--- src/lpwm_pkg.sv ---
package lpwm_pkg;
   // ==========================================================
   // sizes
   localparam int          LPWM_CHANNELS       = 12;
   localparam int          LPWM_STEPS          = 256;
   // ==========================================================
   // register offsets
   localparam logic [7:0]  OFS_SHUTDOWN_CONTROL = 8'h00;
   localparam logic [7:0]  OFS_CHANNEL_DUTY     = 8'h04;
   localparam logic [7:0]  OFS_DUTY_LAST        = 8'h0F;
   localparam logic [7:0]  OFS_SHADOW_LOAD      = 8'h13;
   localparam logic [7:0]  OFS_CURRENT_SELECT   = 8'h17;
   localparam logic [7:0]  OFS_SELECT_LAST      = 8'h22;
   localparam logic [7:0]  OFS_GLOBAL_OUTPUT    = 8'h26;
   localparam logic [7:0]  OFS_PWM_RATE_SELECT  = 8'h27;
   localparam logic [7:0]  OFS_SOFT_RESET       = 8'h2F;
   // ==========================================================
   // field positions, trigger value and reset values
   localparam int          BIT_SOFT_OFF_N       = 0;
   localparam int          BIT_GLOBAL_OFF       = 0;
   localparam int          BIT_RATE_SELECT      = 0;
   localparam int          SCALE_WIDTH          = 6;
   localparam logic [1:0]  SCALE_ON_TOP         = 2'h1;
   localparam logic [7:0]  TRIGGER_VALUE        = 8'h00;
   localparam logic [7:0]  RESET_DUTY           = 8'h00;
   localparam logic [5:0]  RESET_SCALE          = 6'h00;
   localparam logic        RESET_SOFT_OFF_N     = 1'b0;
   localparam logic        RESET_GLOBAL_OFF     = 1'b0;
   localparam logic        RESET_RATE_SELECT    = 1'b0;
   // ==========================================================
   // timing: one pwm step lasts clk / (rate * steps), rounded down
   localparam longint      CLK_HZ               = 20000000;
   localparam longint      RATE_FAST_HZ         = 24000;
   localparam longint      RATE_SLOW_HZ         = 3600;
   localparam int          STEP_FAST_CYCLES     = int'(CLK_HZ / (RATE_FAST_HZ * LPWM_STEPS));
   localparam int          STEP_SLOW_CYCLES     = int'(CLK_HZ / (RATE_SLOW_HZ * LPWM_STEPS));
   // ==========================================================
   // state of the step counter
   typedef struct packed {
      logic [7:0] div;
      logic [7:0] cnt;
      logic       wrap;
   } lpwm_tick_state_type;
   // state of the register set and outputs
   typedef struct packed {
      logic [7:0]                        ptr;
      logic                              soft_off_n;
      logic                              global_off;
      logic                              rate_select_bit;
      logic [LPWM_CHANNELS-1:0][7:0]     duty_sh;
      logic [LPWM_CHANNELS-1:0][7:0]     duty_act;
      logic [LPWM_CHANNELS-1:0][5:0]     scale_sh;
      logic [LPWM_CHANNELS-1:0][5:0]     scale_act;
      logic [LPWM_CHANNELS-1:0]          led;
      logic [LPWM_CHANNELS-1:0][1:0]     current_scale_code;
   } lpwm_state_type;
endpackage

--- src/lpwm_tick.sv ---
`timescale 1ns/10ps
module lpwm_tick
   import lpwm_pkg::*;
(
   // clock and reset
   input  wire logic       i_mclk,
   input  wire logic       i_rst_n,
   // rate choice
   input  wire logic       i_rate_select_bit,
   // step count
   output logic [7:0]      o_cnt,
   output logic            o_wrap
);
   lpwm_tick_state_type st;
   lpwm_tick_state_type next_st;
   logic [7:0]          limit;

   // ==========================================================
   // divider and free-running 256-step counter
   always_comb
   begin
      next_st      = st;
      next_st.wrap = 1'b0;
      limit        = i_rate_select_bit ? 8'(STEP_SLOW_CYCLES - 1) : 8'(STEP_FAST_CYCLES - 1);
      if (st.div >= limit)
      begin
         next_st.div  = 8'h00;
         next_st.cnt  = st.cnt + 8'h01;
         next_st.wrap = (st.cnt == 8'hFF);
      end
      else
      begin
         next_st.div = st.div + 8'h01;
      end
   end

   always_ff @(posedge i_mclk or negedge i_rst_n)
   begin
      if (!i_rst_n)
      begin
         st <= '0;
      end
      else
      begin
         st <= next_st;
      end
   end

   assign o_cnt  = st.cnt;
   assign o_wrap = st.wrap;
endmodule

--- src/lpwm_regs.sv ---
// Behaviour
// - shutdown_control bit 0 holds soft_off_n, other bits unused, reset zero.
// - twelve 8-bit duty registers at 04h..0Fh, one per channel, reset zero.
// - each output is on for duty/256 of every pwm period.
// - duty and scale writes are staged; zero written to 13h makes them active.
// - scale code 10h..13h turns channel on with a scale; 00xxxx is off.
// - global_output_control bit 0 forces all outputs off, reset zero.
// - pwm_rate_select bit 0: 0 gives 24kHz, 1 gives 3.6kHz.
// - zero written to 2Fh returns every register to its default.
// - after power-up all registers hold defaults and outputs are dark.
// - registers are write-only; there is no read path.
// - soft_off_n low turns all outputs off; high allows normal operation.
// - shutdown keeps every register value unchanged.
// - hw_off_n_pin low turns all outputs off.
// - the register pointer steps by one after each accepted data byte.
`timescale 1ns/10ps
module lpwm_regs
   import lpwm_pkg::*;
#(
   parameter int NCH = LPWM_CHANNELS
)
(
   // clock and reset
   input  wire logic                 i_mclk,
   input  wire logic                 i_rst_n,
   // register write port: address byte, then data bytes
   input  wire logic                 i_addr_valid,
   input  wire logic [7:0]           i_addr,
   input  wire logic                 i_data_valid,
   input  wire logic [7:0]           i_data,
   // shutdown pin
   input  wire logic                 i_hw_off_n_pin,
   // led sink outputs
   output logic [NCH-1:0]            o_led_sink_outputs,
   output logic [NCH-1:0][1:0]       o_current_scale_code
);
   lpwm_state_type st;
   lpwm_state_type next_st;
   logic [7:0]     cnt;
   logic           wrap;
   logic           wr;
   logic           hit_duty;
   logic           hit_scale;
   logic           hit_load;
   logic           hit_reset;
   logic           mapped;
   logic [7:0]     duty_idx;
   logic [7:0]     scale_idx;
   logic           run;

   // ==========================================================
   // shared step counter
   lpwm_tick u_tick (
      .i_mclk            (i_mclk),
      .i_rst_n           (i_rst_n),
      .i_rate_select_bit (st.rate_select_bit),
      .o_cnt             (cnt),
      .o_wrap            (wrap)
   );

   // ==========================================================
   // address decode of the pointer
   assign wr        = i_data_valid && !i_addr_valid;
   assign duty_idx  = st.ptr - OFS_CHANNEL_DUTY;
   assign scale_idx = st.ptr - OFS_CURRENT_SELECT;
   // only mapped offsets select a register; any other offset falls through untouched
   assign hit_duty  = st.ptr >= OFS_CHANNEL_DUTY && st.ptr <= OFS_DUTY_LAST;
   assign hit_scale = st.ptr >= OFS_CURRENT_SELECT && st.ptr <= OFS_SELECT_LAST;
   assign hit_load  = wr && st.ptr == OFS_SHADOW_LOAD && i_data == TRIGGER_VALUE;
   assign hit_reset = wr && st.ptr == OFS_SOFT_RESET && i_data == TRIGGER_VALUE;
   assign mapped    = hit_duty || hit_scale || st.ptr == OFS_SHUTDOWN_CONTROL ||
                      st.ptr == OFS_SHADOW_LOAD || st.ptr == OFS_GLOBAL_OUTPUT ||
                      st.ptr == OFS_PWM_RATE_SELECT || st.ptr == OFS_SOFT_RESET;
   // outputs may run only when no shutdown source is active
   assign run       = st.soft_off_n && i_hw_off_n_pin && !st.global_off;

   // ==========================================================
   // register writes, staging and output compare
   always_comb
   begin
      next_st = st;
      if (i_addr_valid)
      begin
         next_st.ptr = i_addr;
      end
      else if (wr)
      begin
         next_st.ptr = st.ptr + 8'h01;
         if (st.ptr == OFS_SHUTDOWN_CONTROL)
         begin
            next_st.soft_off_n = i_data[BIT_SOFT_OFF_N];
         end
         if (st.ptr == OFS_GLOBAL_OUTPUT)
         begin
            next_st.global_off = i_data[BIT_GLOBAL_OFF];
         end
         if (st.ptr == OFS_PWM_RATE_SELECT)
         begin
            next_st.rate_select_bit = i_data[BIT_RATE_SELECT];
         end
         if (hit_duty)
         begin
            next_st.duty_sh[duty_idx[3:0]] = i_data;
         end
         if (hit_scale)
         begin
            next_st.scale_sh[scale_idx[3:0]] = i_data[SCALE_WIDTH-1:0];
         end
         if (hit_load)
         begin
            next_st.duty_act  = st.duty_sh;
            next_st.scale_act = st.scale_sh;
         end
         if (hit_reset)
         begin
            next_st.soft_off_n      = RESET_SOFT_OFF_N;
            next_st.global_off      = RESET_GLOBAL_OFF;
            next_st.rate_select_bit = RESET_RATE_SELECT;
            next_st.duty_sh         = {NCH{RESET_DUTY}};
            next_st.duty_act        = {NCH{RESET_DUTY}};
            next_st.scale_sh        = {NCH{RESET_SCALE}};
            next_st.scale_act       = {NCH{RESET_SCALE}};
         end
      end
      // compare per channel; codes 1xxxxx are not allowed and stay dark
      for (int i = 0; i < NCH; i++)
      begin
         next_st.led[i] = run && st.scale_act[i][5:4] == SCALE_ON_TOP &&
                          st.duty_act[i] > cnt;
         next_st.current_scale_code[i] = st.scale_act[i][1:0];
      end
   end

   // registers: defaults at power-up, no read path exists
   always_ff @(posedge i_mclk or negedge i_rst_n)
   begin
      if (!i_rst_n)
      begin
         st <= '0;
      end
      else
      begin
         st <= next_st;
      end
   end

   assign o_led_sink_outputs   = st.led;
   assign o_current_scale_code = st.current_scale_code;
endmodule

--- config.mk ---
export PLATFORM = sky130hd
export DESIGN_NAME = lpwm_regs
export DESIGN_NICKNAME = d
export VERILOG_FILES = /design/src/lpwm_pkg.sv /design/src/lpwm_tick.sv /design/src/lpwm_regs.sv
export SDC_FILE = /design/constraint.sdc
export NUM_CORES = 1
export LEC_CHECK = 0
export BUFFER_PORTS_ARGS = -buffer_cell sky130_fd_sc_hd__buf_4
export CAP_MARGIN = 40
export CORE_MARGIN = 3
export CORE_UTILIZATION = 25
export CTS_BUF_LIST = sky130_fd_sc_hd__clkbuf_8
export CTS_CLUSTER_DIAMETER = 50
export DETAILED_ROUTE_END_ITERATION = 8
export HOLD_SLACK_MARGIN = 0.12
export PLACE_DENSITY = 0.47
export RECOVER_POWER = 100
export SYNTH_ARGS = -nofsm -noshare
export SYNTH_HDL_FRONTEND = slang
export SYNTH_SLANG_ARGS = --single-unit
--- constraint.sdc ---
create_clock -name i_mclk -period 2.1 [get_ports i_mclk]
set_input_delay 0.315 -clock i_mclk [delete_from_list [all_inputs] [get_ports i_mclk]]
set_output_delay 0.315 -clock i_mclk [all_outputs]
set_load 0.01 [all_outputs]
==> results of run 1 <==
## cells in the final DEF (no fill, tap or decap), drive strengths merged, types with 2 or more instances in the layout
cell | synthesis | layout
a21o | 12 | 12
conb | 1 | 2
o31ai | 3 | 3
nand2 | 351 | 351
nor2b | 13 | 13
a22o | 7 | 7
o21ai | 220 | 220
dfrtp | 351 | 351
o21a | 36 | 36
dlygate4sd3 | 0 | 28
buf | 60 | 112
clkinvlp | 0 | 2
a21oi | 54 | 54
nor3 | 3 | 3
nand4 | 16 | 16
xor2 | 7 | 7
mux2 | 4 | 4
nor4b | 2 | 2
diode | 0 | 3
inv | 45 | 67
ha | 107 | 107
nor4 | 5 | 5
xnor2 | 14 | 14
and3 | 29 | 29
nand4b | 13 | 13
mux2i | 22 | 22
a31oi | 4 | 4
nor3b | 2 | 2
clkbuf | 66 | 134
nand3 | 64 | 64
clkinv | 0 | 6
nor2 | 25 | 25
o22a | 49 | 49
and2 | 7 | 7
## metal layers
layer  track usage [%]  routed length [um]  up-vias
met5                 0                   0        -
met4             5.358                1509        0
met3             2.077                1711       86
met2             21.02               20110      193
met1             18.31               20800     5671
li1                  -                   -     5758
## worst max-delay path: cells and delay by family, from the launching register on
family | cells | cell delay, ns
simple gates | 3 | 0.68
compound gates | 1 | 0.25
buf+inv | 2 | 0.43
fa+ha+maj | 1 | 0.23
flops | 1 | 0.39
## cell families after synthesis
kind of cell	count (synthesis)	share of synthesized area (%)
other	1	0.02309
AOI/OAI and AO/OA	391	14.36
xor gates and xnor gates	21	1.133
adders and majority gates	107	8.244
buffers and inverters	171	5.532
muxes	26	1.633
DFF	351	54.09
and+or+nand+nor	533	14.99
## area by class of cell
cell class | count | share of cell area, %
clock buffer | 82 | 5.774
sequential | 351 | 44.94
multi-input combinational | 1080 | 33.83
clock inverter | 31 | 0.8450
antenna | 3 | 0.03841
timing repair buffer | 192 | 8.290
tap | 846 | 5.415
inverter | 45 | 0.8642
## synth_stat cells, drive strengths merged
| cell | count |
|---|---|
| nor3 | 3 |
| xnor2 | 14 |
| inv | 45 |
| and2 | 7 |
| ha | 107 |
| dfrtp | 351 |
| mux2i | 22 |
| nand4b | 13 |
| a31oi | 4 |
| o41ai | 1 |
| buf | 60 |
| and3 | 29 |
| nor4 | 5 |
| nand2b | 1 |
| a22o | 7 |
| o31a | 1 |
| o2bb2ai | 1 |
| o31ai | 3 |
| a21oi | 54 |
| and4b | 1 |
| o21a | 36 |
| conb | 1 |
| o21ai | 220 |
| a211oi | 1 |
| nor3b | 2 |
| nor2b | 13 |
| nand4 | 16 |
| a22oi | 1 |
| nand2 | 351 |
| o22a | 49 |
| a21o | 12 |
| nor2 | 25 |
| and4 | 1 |
| nand3 | 64 |
| clkbuf | 66 |
| mux2 | 4 |
| xor2 | 7 |
| a41oi | 1 |
| nor4b | 2 |
## report_power, final
group          internal [mW]  switching (mW)  total (mW)
clock                   3.59            2.87        6.47
sequential              7.12           0.224        7.34
combinational           1.52            1.96        3.48
total                   12.2            5.06        17.3
## path summary, 6_finish.rpt
kind                                             to  depth (start not counted)
max                           o_led_sink_outputs[6]                          7
min                                         st[121]                          3
max reg2reg                   o_led_sink_outputs[6]                          7
min reg2reg                o_current_scale_code[15]                          0
max in group asynchronous     o_led_sink_outputs[6]                          3
min in group asynchronous                   st[373]                          2
## sequential cells by signal (all words and copies together) (netlist names)
register	cells
next_st	24
o_current_scale_code	24
o_led_sink_outputs	12
u_tick.o_cnt	8
st	275
u_tick.st	8
## what timing repair did
| action | CTS | global route |
|---|---|---|
| endpoints found under the hold margin | 363 | 0 |
| pin swaps | 1 | 3 |
| setup buffers | 0 | 1 |
| setup endpoints to repair | 1 | 143 |
| hold buffers | 28 | 0 |
| gates resized for setup | 1 | 22 |
## stage by stage
stage                     hold slack [ns]  TNS, ns  worst slack (ns)
after floorplan                   0.01941        0          0.004537
after global placement             0.2537   -2.791           -0.1488
after detailed placement           0.2516  -0.9027          -0.06236
after CTS                          0.1239        0           0.01204
after global routing               0.1703        0          0.002788
final                              0.1870        0           0.01115
==> results_tabular.tex, run 1 <==
\begin{tabular}{lr}
\hline
Metric & Value \\
\hline
\multicolumn{2}{l}{\textbf{Status}} \\
Outcome & finished, final reports clean \\
\multicolumn{2}{l}{\textbf{GRT}} \\
Vias in the first global route & around 12,000 \\
Global-route congestion overflow total & 0 \\
Number of antenna violations at the first check in global routing & 1 \\
Largest net degree at the start of global routing & 97 \\
First-pass GRT wire length & just over 70 mm \\
Total global-route track usage & between 10\% and 20\% \\
\multicolumn{2}{l}{\textbf{Worst setup path}} \\
Required time of the worst setup path & around 2.7 ns \\
Signal arrival time at the worst endpoint & between 2 and 3 ns \\
Worst reg2reg startpoint & u\_tick.o\_cnt[5] \\
Cell with the largest stage delay on the worst path & sky130\_fd\_sc\_hd\_\_dfrtp\_1 \\
Worst Setup Start Kind & register \\
R2R setup slack & approximately 0.011 ns \\
Element type at the critical path end & register \\
Top fanout value on the critical path & 8 \\
Critical Setup Path Class & register to register \\
Launch point of the critical path & u\_tick.o\_cnt[5] \\
Cell-by-cell trace of the critical path & inv\_1, buf\_12, ha\_1, and3\_1, nand4\_1, nand4b\_1, a21oi\_1 \\
Crit-path max cell delay & roughly 0.39 ns \\
\multicolumn{2}{l}{\textbf{Synthesis}} \\
Number of standard cells after synthesis & $\sim$1,600 \\
Synthesized area & 16,240 um\^{}2 \\
Yosys cell types & 48 \\
Fraction of post-synthesis cell area in the top cell type by area & approximately 54\% \\
Portion of the post-synthesis area used by sequential elements & between 50\% and 60\% \\
Syn Area/Cell & between 10 and 15 um\^{}2 \\
Synthesized flop and latch total & $\sim$350 \\
Number of warnings reported in the yosys synthesis log & 0 \\
Main area contributors after synthesis & sky130\_fd\_sc\_hd\_\_dfrtp\_1 54\%, sky130\_fd\_sc\_hd\_\_ha\_1 8.2\%, sky130\_fd\_sc\_hd\_\_nand2\_1 8.1\% \\
Cell type contributing the most total cell area after synthesis & sky130\_fd\_sc\_hd\_\_dfrtp\_1 \\
\multicolumn{2}{l}{\textbf{Floorplan}} \\
Number of top-level design ports & 57 \\
Horizontal die dimension & 260.9 um \\
Area of the core & between 60,000 and 70,000 um\^{}2 \\
Total Die Area & 68,050 um\^{}2 \\
Vertical die dimension & about 260 um \\
Number of placement rows & between 90 and 100 \\
Initial standard-cell utilization of the core & around a quarter \\
\multicolumn{2}{l}{\textbf{Routing}} \\
Number of detailed-route iterations in the first pass & 5 \\
Avg WL per Cell & $\sim$17 um \\
Final Routed Wirelength & $\sim$44 mm \\
ANT nets after route & 0 \\
Routed via count & approximately 12,000 \\
DRC viols & 0 \\
Via-per-instance ratio & 4.452 \\
Initial detailed-routing violation count & just over 700 \\
\multicolumn{2}{l}{\textbf{Power}} \\
Final Total Pwr & 17.29 mW \\
Ratio of total power to cell area & around 900 nW/um\^{}2 \\
Leakage power of the design & 9.098 nW \\
Peak supply drop & between 400 and 500 uV \\
\multicolumn{2}{l}{\textbf{Timing}} \\
Layout Skew & approximately 0.017 ns \\
Number of max-slew violations in the final report & 0 \\
RSZ-0062 raised after global routing & false \\
Number of endpoints with negative hold slack in the final report & 0 \\
Transition time of the tightest slew-check pin & 1.277 ns \\
Worst-case headroom to the max-slew limit & roughly 15\% \\
Period minus WS final & between 2 and 2.5 ns \\
Final critical-path share of the clock period & between 90\% and 100\% \\
Peak clock frequency supported by timing & $\sim$480 MHz \\
\# setup viols final & 0 \\
\multicolumn{2}{l}{\textbf{Clock network}} \\
Clock tree from TritonCTS & done \\
Clock transition at the register clock pins on the worst setup and hold paths after CTS & approximately 0.06 ns \\
Number of clock sinks seen by CTS & around 350 \\
Root buffer cell & sky130\_fd\_sc\_hd\_\_clkbuf\_8 \\
Number of buffers created by CTS & approximately 60 \\
Insertion delay to the later sink of the worst-skew pair & $\sim$0.65 ns \\
Number of buffers on the longest clock path & 3 \\
H-tree levels & 2 \\
\multicolumn{2}{l}{\textbf{Final layout}} \\
Footprint of the flip-flops and latches & slightly below 9000 um\^{}2 \\
Layout overhead on the synthesized area & 20.36\% \\
Count of non-filler cells in the finished layout & $\sim$2,600 \\
Layout Utilization & a little under a third \\
Share of layout cells above drive strength 1 & between 10\% and 20\% \\
Net total in the final layout & $\sim$1,900 \\
Filler cells & 6,617 \\
Cell area after layout & 19,550 um\^{}2 \\
Multi-input gate area & 6613 um\^{}2 \\
\multicolumn{2}{l}{\textbf{Hold path}} \\
HP Start & i\_data[1] \\
Type of the most critical hold path & input pin to register \\
\multicolumn{2}{l}{\textbf{Placement}} \\
Weighted congestion reported at the end of routability-driven placement & 0.7854 \\
Post-placement cell count & around 2,500 \\
\# port buffers & 56 \\
Estimated wirelength of the detail-placed design & 29.89 mm \\
Post-Place Cell Area & 18,120 um\^{}2 \\
\multicolumn{2}{l}{\textbf{Job}} \\
Maxcap violations & 0 \\
\hline
\end{tabular}
Note: power is estimated with default switching activity, not from simulation.
==> inputs of run 2 (changes only) <==
- clock period: 2.1 -> 1.9 ns (I/O delays scaled with it)
==> results_tabular.tex, run 2 (same netlist as run 1, synthesis figures left out) <==
\begin{tabular}{lr}
\hline
Metric & Value \\
\hline
\multicolumn{2}{l}{\textbf{Status}} \\
Outcome & complete, but fails checks \\
Failing checks & setup timing \\
\multicolumn{2}{l}{\textbf{Worst setup path}} \\
Element type at the critical path end & register \\
Most frequent cell on the critical path & sky130\_fd\_sc\_hd\_\_buf\_6 \\
Required time of the worst setup path & between 2 and 2.5 ns \\
Top fanout value on the critical path & 16 \\
Cell with the largest stage delay on the worst path & sky130\_fd\_sc\_hd\_\_dfrtp\_1 \\
Cell-by-cell trace of the critical path & nor4b\_4, buf\_6, buf\_12, nand2\_4, nor3\_2, buf\_6, nand2\_1, buf\_6, a21oi\_1, a21oi\_1 \\
Crit-path max cell delay & around 0.4 ns \\
R2R setup slack & -0.14 ns \\
Worst Setup Start Kind & register \\
Signal arrival time at the worst endpoint & approximately 2.5 ns \\
Critical Setup Path Class & register to register \\
\multicolumn{2}{l}{\textbf{Timing}} \\
Peak clock frequency supported by timing & 490.9 MHz \\
Setup TNS & -15.84 ns \\
Number of endpoints with negative hold slack in the final report & 0 \\
Transition time of the tightest slew-check pin & 0.7295 ns \\
Layout Skew & $\sim$0.023 ns \\
Period minus WS final & 2.037 ns \\
Post-route worst hold slack & $\sim$0.22 ns \\
Final critical-path share of the clock period & 107.2\% \\
\# setup viols final & 249 \\
Worst-case headroom to the max-slew limit & $\sim$51\% \\
RSZ-0062 raised after global routing & true \\
Worst Setup Slack, final & -0.1371 ns \\
Number of max-slew violations in the final report & 0 \\
\multicolumn{2}{l}{\textbf{Routing}} \\
Initial detailed-routing violation count & between 600 and 700 \\
Routed via count & 12,690 \\
ANT nets after route & 0 \\
DRC viols & 0 \\
Number of detailed-route iterations in the first pass & 5 \\
Final Routed Wirelength & between 50 and 60 mm \\
Post-Route M1 WL & 23.00 mm \\
Routed met3 length & 1.905 mm \\
Via-per-instance ratio & 4.660 \\
Top Metal Used & met4 \\
Avg WL per Cell & 18.44 um \\
Detail Route met2 WL & around 24 mm \\
\multicolumn{2}{l}{\textbf{Floorplan}} \\
Area of the core & $\sim$64,000 um\^{}2 \\
Horizontal die dimension & 260.9 um \\
Vertical die dimension & around 260 um \\
Initial standard-cell utilization of the core & approximately a quarter \\
Total Die Area & approximately 70,000 um\^{}2 \\
Number of top-level design ports & 57 \\
Number of placement rows & 92 \\
\multicolumn{2}{l}{\textbf{Power}} \\
Final Total Pwr & slightly above 20 mW \\
Leakage power of the design & 10.32 nW \\
Peak supply drop & 462.5 uV \\
Ratio of total power to cell area & approximately 900 nW/um\^{}2 \\
\multicolumn{2}{l}{\textbf{Placement}} \\
\# port buffers & 56 \\
Estimated wirelength of the detail-placed design & slightly above 30 mm \\
Weighted congestion reported at the end of routability-driven placement & around 0.8 \\
Post-placement cell count & 2,529 \\
\multicolumn{2}{l}{\textbf{Hold path}} \\
Type of the most critical hold path & input pin to register \\
\multicolumn{2}{l}{\textbf{Final layout}} \\
Number of flip-flops in the largest register & between 200 and 300 \\
Register containing the most flip-flops in the final layout & st \\
Count of non-filler cells in the finished layout & approximately 2,700 \\
Most frequent cells in the layout & 350 x sky130\_fd\_sc\_hd\_\_dfrtp\_1, 253 x sky130\_fd\_sc\_hd\_\_nand2\_1, 152 x sky130\_fd\_sc\_hd\_\_buf\_4 \\
Net total in the final layout & 1,961 \\
Leading cell type in the layout, fill and taps excluded & sky130\_fd\_sc\_hd\_\_dfrtp\_1 \\
Share of layout cells above drive strength 1 & around a third \\
Layout Utilization & between 30\% and 40\% \\
Filler cells & around 6,300 \\
Layout overhead on the synthesized area & 38.65\% \\
\multicolumn{2}{l}{\textbf{GRT}} \\
Vias in the first global route & 12,710 \\
Total global-route track usage & approximately 14\% \\
First-pass GRT wire length & $\sim$73 mm \\
Number of antenna violations at the first check in global routing & 1 \\
Global-route congestion overflow total & 0 \\
Largest net degree at the start of global routing & 65 \\
\multicolumn{2}{l}{\textbf{Clock network}} \\
Clock tree from TritonCTS & done \\
Insertion delay to the later sink of the worst-skew pair & 0.63 ns \\
Root buffer cell & sky130\_fd\_sc\_hd\_\_clkbuf\_8 \\
Number of clock sinks seen by CTS & $\sim$350 \\
Number of buffers created by CTS & between 60 and 70 \\
H-tree levels & 3 \\
Number of buffers on the longest clock path & 3 \\
Clock transition at the register clock pins on the worst setup and hold paths after CTS & approximately 0.060 ns \\
\multicolumn{2}{l}{\textbf{Job}} \\
Maxcap violations & 0 \\
\hline
\end{tabular}
## run 2: cell types whose count changed in the layout (fill, tap and decap cells not counted), moves of 40 or more
cell / change
sky130_fd_sc_hd__nand2_4: +56
sky130_fd_sc_hd__o21ai_2: +70
sky130_fd_sc_hd__buf_4: +72
sky130_fd_sc_hd__nand2_2: +40
sky130_fd_sc_hd__o21ai_0: -95
sky130_fd_sc_hd__nand2_1: -97
## run 2: path summary, 6_finish.rpt
kind | start | to | cells past startpoint
max | st[381] | st[300] | 10
min | i_data[4] | st[166] | 3
max reg2reg | st[381] | st[300] | 10
min reg2reg | next_st[15] | o_current_scale_code[15] | 0
max in group asynchronous | i_rst_n | o_led_sink_outputs[2] | 4
min in group asynchronous | i_rst_n | st[130] | 3
## run 2: per-stage QoR
stage                     setup WS (ns)  area, um^2
after floorplan                 -0.1206       16340
after global placement          -0.2844       18560
after detailed placement        -0.2531       18560
after CTS                       -0.1013       20510
after global routing            -0.2085       22520
final                           -0.1371       22520
## run 2: report_power, final
| group | leakage, nW | total, mW | internal [mW] | switching, mW |
|---|---|---|---|---|
| logic | 4.79 | 4.91 | 2.37 | 2.55 |
| registers | 4.80 | 8.12 | 7.87 | 0.248 |
| clock network | 0.731 | 7.21 | 3.94 | 3.27 |
| total | 10.3 | 20.2 | 14.2 | 6.06 |
## run 2: worst max-delay path, delay by kind of cell (launching register included)
kind	cells	cell delay, ns
AND/OR/NAND/NOR	4	0.66
buffers and inverters	4	0.62
flip-flops	1	0.40
AO/OA/AOI/OAI	2	0.21
## run 2: what timing repair did
item,in CTS,in global routing
setup endpoints to repair,213,296
setup buffers,8,20
hold endpoints to repair,363,0
pin swaps,30,81
hold buffers,27,0
cloned,1,31
resized for setup,78,359
## run 2: cell type report
type                            count  area, um^2  area share (%)
Clock inverter                     32       181.4          0.8057
Inverter                           45       176.4          0.7835
Timing Repair Buffer              288        3206           14.24
Multi-Input combinational cell   1080        8006           35.56
Antenna cell                        1       2.502         0.01111
Sequential cell                   351        8785           39.01
Tap cell                          846        1059           4.701
Clock buffer                       80        1101           4.890
## run 2: routing by layer
metal / global-route usage [%] / vias up
met4: 4.568 / 0
met3: 2.853 / 85
met5: 0 / -
met2: 22.45 / 210
li1: - / 5994
met1: 18.39 / 6400
==> inputs of run 3 (changes only) <==
- TNS_END_PERCENT: unset -> 5
==> results_tabular.tex, run 3 (same netlist as run 1, synthesis figures left out) <==
\begin{tabular}{lr}
\hline
Metric & Value \\
\hline
\multicolumn{2}{l}{\textbf{Clock network}} \\
Insertion delay to the later sink of the worst-skew pair & between 0.6 and 0.7 ns \\
Number of buffers created by CTS & 67 \\
H-tree levels & 3 \\
Clock transition at the register clock pins on the worst setup and hold paths after CTS & $\sim$0.060 ns \\
Number of clock sinks seen by CTS & about 350 \\
Clock tree from TritonCTS & done \\
Root buffer cell & sky130\_fd\_sc\_hd\_\_clkbuf\_8 \\
Number of buffers on the longest clock path & 3 \\
\multicolumn{2}{l}{\textbf{Routing}} \\
DRC viols & 0 \\
Final Routed Wirelength & a little under 50 mm \\
Top Metal Used & met4 \\
ANT nets after route & 0 \\
Via-per-instance ratio & $\sim$4.6 \\
Post-Route M1 WL & roughly 22 mm \\
Avg WL per Cell & between 15 and 20 um \\
Initial detailed-routing violation count & between 700 and 800 \\
Number of detailed-route iterations in the first pass & 4 \\
Routed met3 length & between 1.5 and 2 mm \\
Routed via count & $\sim$12,000 \\
Detail Route met2 WL & between 20 and 25 mm \\
\multicolumn{2}{l}{\textbf{Timing}} \\
Transition time of the tightest slew-check pin & 0.8682 ns \\
Final critical-path share of the clock period & 106.4\% \\
Layout Skew & 0.03212 ns \\
RSZ-0062 raised after global routing & true \\
Worst-case headroom to the max-slew limit & between 40\% and 50\% \\
Peak clock frequency supported by timing & approximately 500 MHz \\
Worst Setup Slack, final & -0.1211 ns \\
Number of endpoints with negative hold slack in the final report & 0 \\
Period minus WS final & between 2 and 2.5 ns \\
\# setup viols final & around 180 \\
Number of max-slew violations in the final report & 0 \\
\multicolumn{2}{l}{\textbf{Floorplan}} \\
Number of placement rows & 92 \\
Area of the core & around 64,000 um\^{}2 \\
Initial standard-cell utilization of the core & 25.51\% \\
Number of top-level design ports & between 50 and 60 \\
Total Die Area & about 68,000 um\^{}2 \\
Vertical die dimension & 260.9 um \\
Horizontal die dimension & between 200 and 300 um \\
\multicolumn{2}{l}{\textbf{GRT}} \\
Global-route congestion overflow total & 0 \\
First-pass GRT wire length & $\sim$73 mm \\
Vias in the first global route & approximately 13,000 \\
Total global-route track usage & between 10\% and 20\% \\
Largest net degree at the start of global routing & 120 \\
Number of antenna violations at the first check in global routing & 2 \\
\multicolumn{2}{l}{\textbf{Power}} \\
Leakage power of the design & 9.516 nW \\
Ratio of total power to cell area & 977.6 nW/um\^{}2 \\
Final Total Pwr & around 20 mW \\
Peak supply drop & 399.2 uV \\
\multicolumn{2}{l}{\textbf{Worst setup path}} \\
Required time of the worst setup path & approximately 2.4 ns \\
Critical Setup Path Class & register to register \\
Cell-by-cell trace of the critical path & ha\_4, buf\_6, buf\_12, nand2\_2, o41ai\_4, nand4b\_4, buf\_12, buf\_12, clkbuf\_16, nand2\_1, o21ai\_1 \\
Cell with the largest stage delay on the worst path & sky130\_fd\_sc\_hd\_\_dfrtp\_1 \\
Element type at the critical path end & register \\
Signal arrival time at the worst endpoint & around 2.5 ns \\
Launch point of the critical path & st[376] \\
Crit-path max cell delay & roughly 0.38 ns \\
Worst reg2reg startpoint & st[376] \\
R2R setup slack & -0.12 ns \\
R2R Path End & st[245] \\
FF-to-FF path depth & 11 \\
CP endpoint & st[245] \\
Most frequent cell on the critical path & sky130\_fd\_sc\_hd\_\_buf\_12 \\
Worst Setup Start Kind & register \\
Top fanout value on the critical path & 24 \\
\multicolumn{2}{l}{\textbf{Final layout}} \\
Leading cell type in the layout, fill and taps excluded & sky130\_fd\_sc\_hd\_\_dfrtp\_1 \\
Net total in the final layout & roughly 1,900 \\
Most frequent cells in the layout & 350 x sky130\_fd\_sc\_hd\_\_dfrtp\_1, 329 x sky130\_fd\_sc\_hd\_\_nand2\_1, 149 x sky130\_fd\_sc\_hd\_\_o21ai\_1 \\
Register containing the most flip-flops in the final layout & st \\
Layout Utilization & around a third \\
Layout overhead on the synthesized area & 26.23\% \\
Number of flip-flops in the largest register & 275 \\
Share of layout cells above drive strength 1 & around a fifth \\
\multicolumn{2}{l}{\textbf{Placement}} \\
\# port buffers & 56 \\
Weighted congestion reported at the end of routability-driven placement & roughly 0.8 \\
Estimated wirelength of the detail-placed design & a little over 30 mm \\
Setup slack at placement & -0.2704 ns \\
\multicolumn{2}{l}{\textbf{Hold path}} \\
Type of the most critical hold path & input pin to register \\
\multicolumn{2}{l}{\textbf{Job}} \\
Maxcap violations & 0 \\
\multicolumn{2}{l}{\textbf{Status}} \\
Outcome & complete, but fails checks \\
Failing checks & setup timing \\
\hline
\end{tabular}
-- run 3: cell count changes in the layout (fill, tap and decap cells not counted), sizes merged --
cell,change
dlygate4sd3,-6
inv,-4
bufinv,+2
dlymetal6s4s,+1
clkinv,+2
clkbuf,+27
clkinvlp,-3
buf,-76
-- run 3: metal layers --
metal | GRT usage [%] | vias to the layer above
li1 | - | 5846
met1 | 18.69 | 6033
met2 | 22.38 | 228
met3 | 2.416 | 76
met4 | 5.404 | 0
met5 | 0 | -
-- run 3: layout make-up --
type                       count  area, um^2
multi-input combinational   1080        6979
inverter                      45       168.9
sequential                   351        8785
tap                          846        1059
clock inverter                29       203.9
fill                        6564       43160
antenna                        1       2.502
clock buffer                  86        1184
timing repair buffer         228        2117
-- run 3: where the power goes --
part           leakage (nW)  switching (mW)  internal, mW  total [mW]
combinational          3.94            2.33          1.93        4.25
clock                 0.779            3.25          4.45        7.69
sequential             4.80           0.222          7.87        8.09
total                  9.52            5.80          14.2        20.0
-- run 3: how the worst min path moves through the flow --
stage              start  cells after the start  slack, ns                  endpoint
3_3_place_gp     i_rst_n                      1       0.20  o_current_scale_code[16]
5_1_grt        i_data[4]                      3       0.21                   st[172]
2_1_floorplan    i_rst_n                      0      -0.01                next_st[0]
4_1_cts        i_data[5]                      3       0.18                   st[179]
6_report       i_data[1]                      3       0.24                   st[145]
3_5_place_dp     i_rst_n                      1       0.20               next_st[17]
-- run 3: stage by stage --
stage / hold WS, ns / cells / TNS [ns] / area [um^2]
6_report: 0.2408 / 2666 / -10.00 / 20500
5_1_grt: 0.2122 / 2666 / -29.68 / 20500
4_1_cts: 0.1848 / 2652 / -12.92 / 20100
3_5_place_dp: 0.1967 / 2512 / -27.45 / 18340
3_3_place_gp: 0.1956 / 2512 / -23.21 / 18340
2_1_floorplan: -0.01059 / 1602 / -7.229 / 16320
-- run 3: repair_timing --
item,in CTS,in global routing
gates cloned,0,7
pin swaps,7,29
resized for setup,34,134
hold endpoints to repair,363,0
hold buffers,23,0
buffers inserted,2,6
setup endpoints to repair,250,311
-- run 3: critical path, delay by kind of cell (launching register included) --
| family | cells | cell delay, ns |
|---|---|---|
| flops | 1 | 0.38 |
| fa+ha+maj | 1 | 0.15 |
| compound gates | 2 | 0.35 |
| buf+inv | 5 | 0.74 |
| simple gates | 3 | 0.29 |
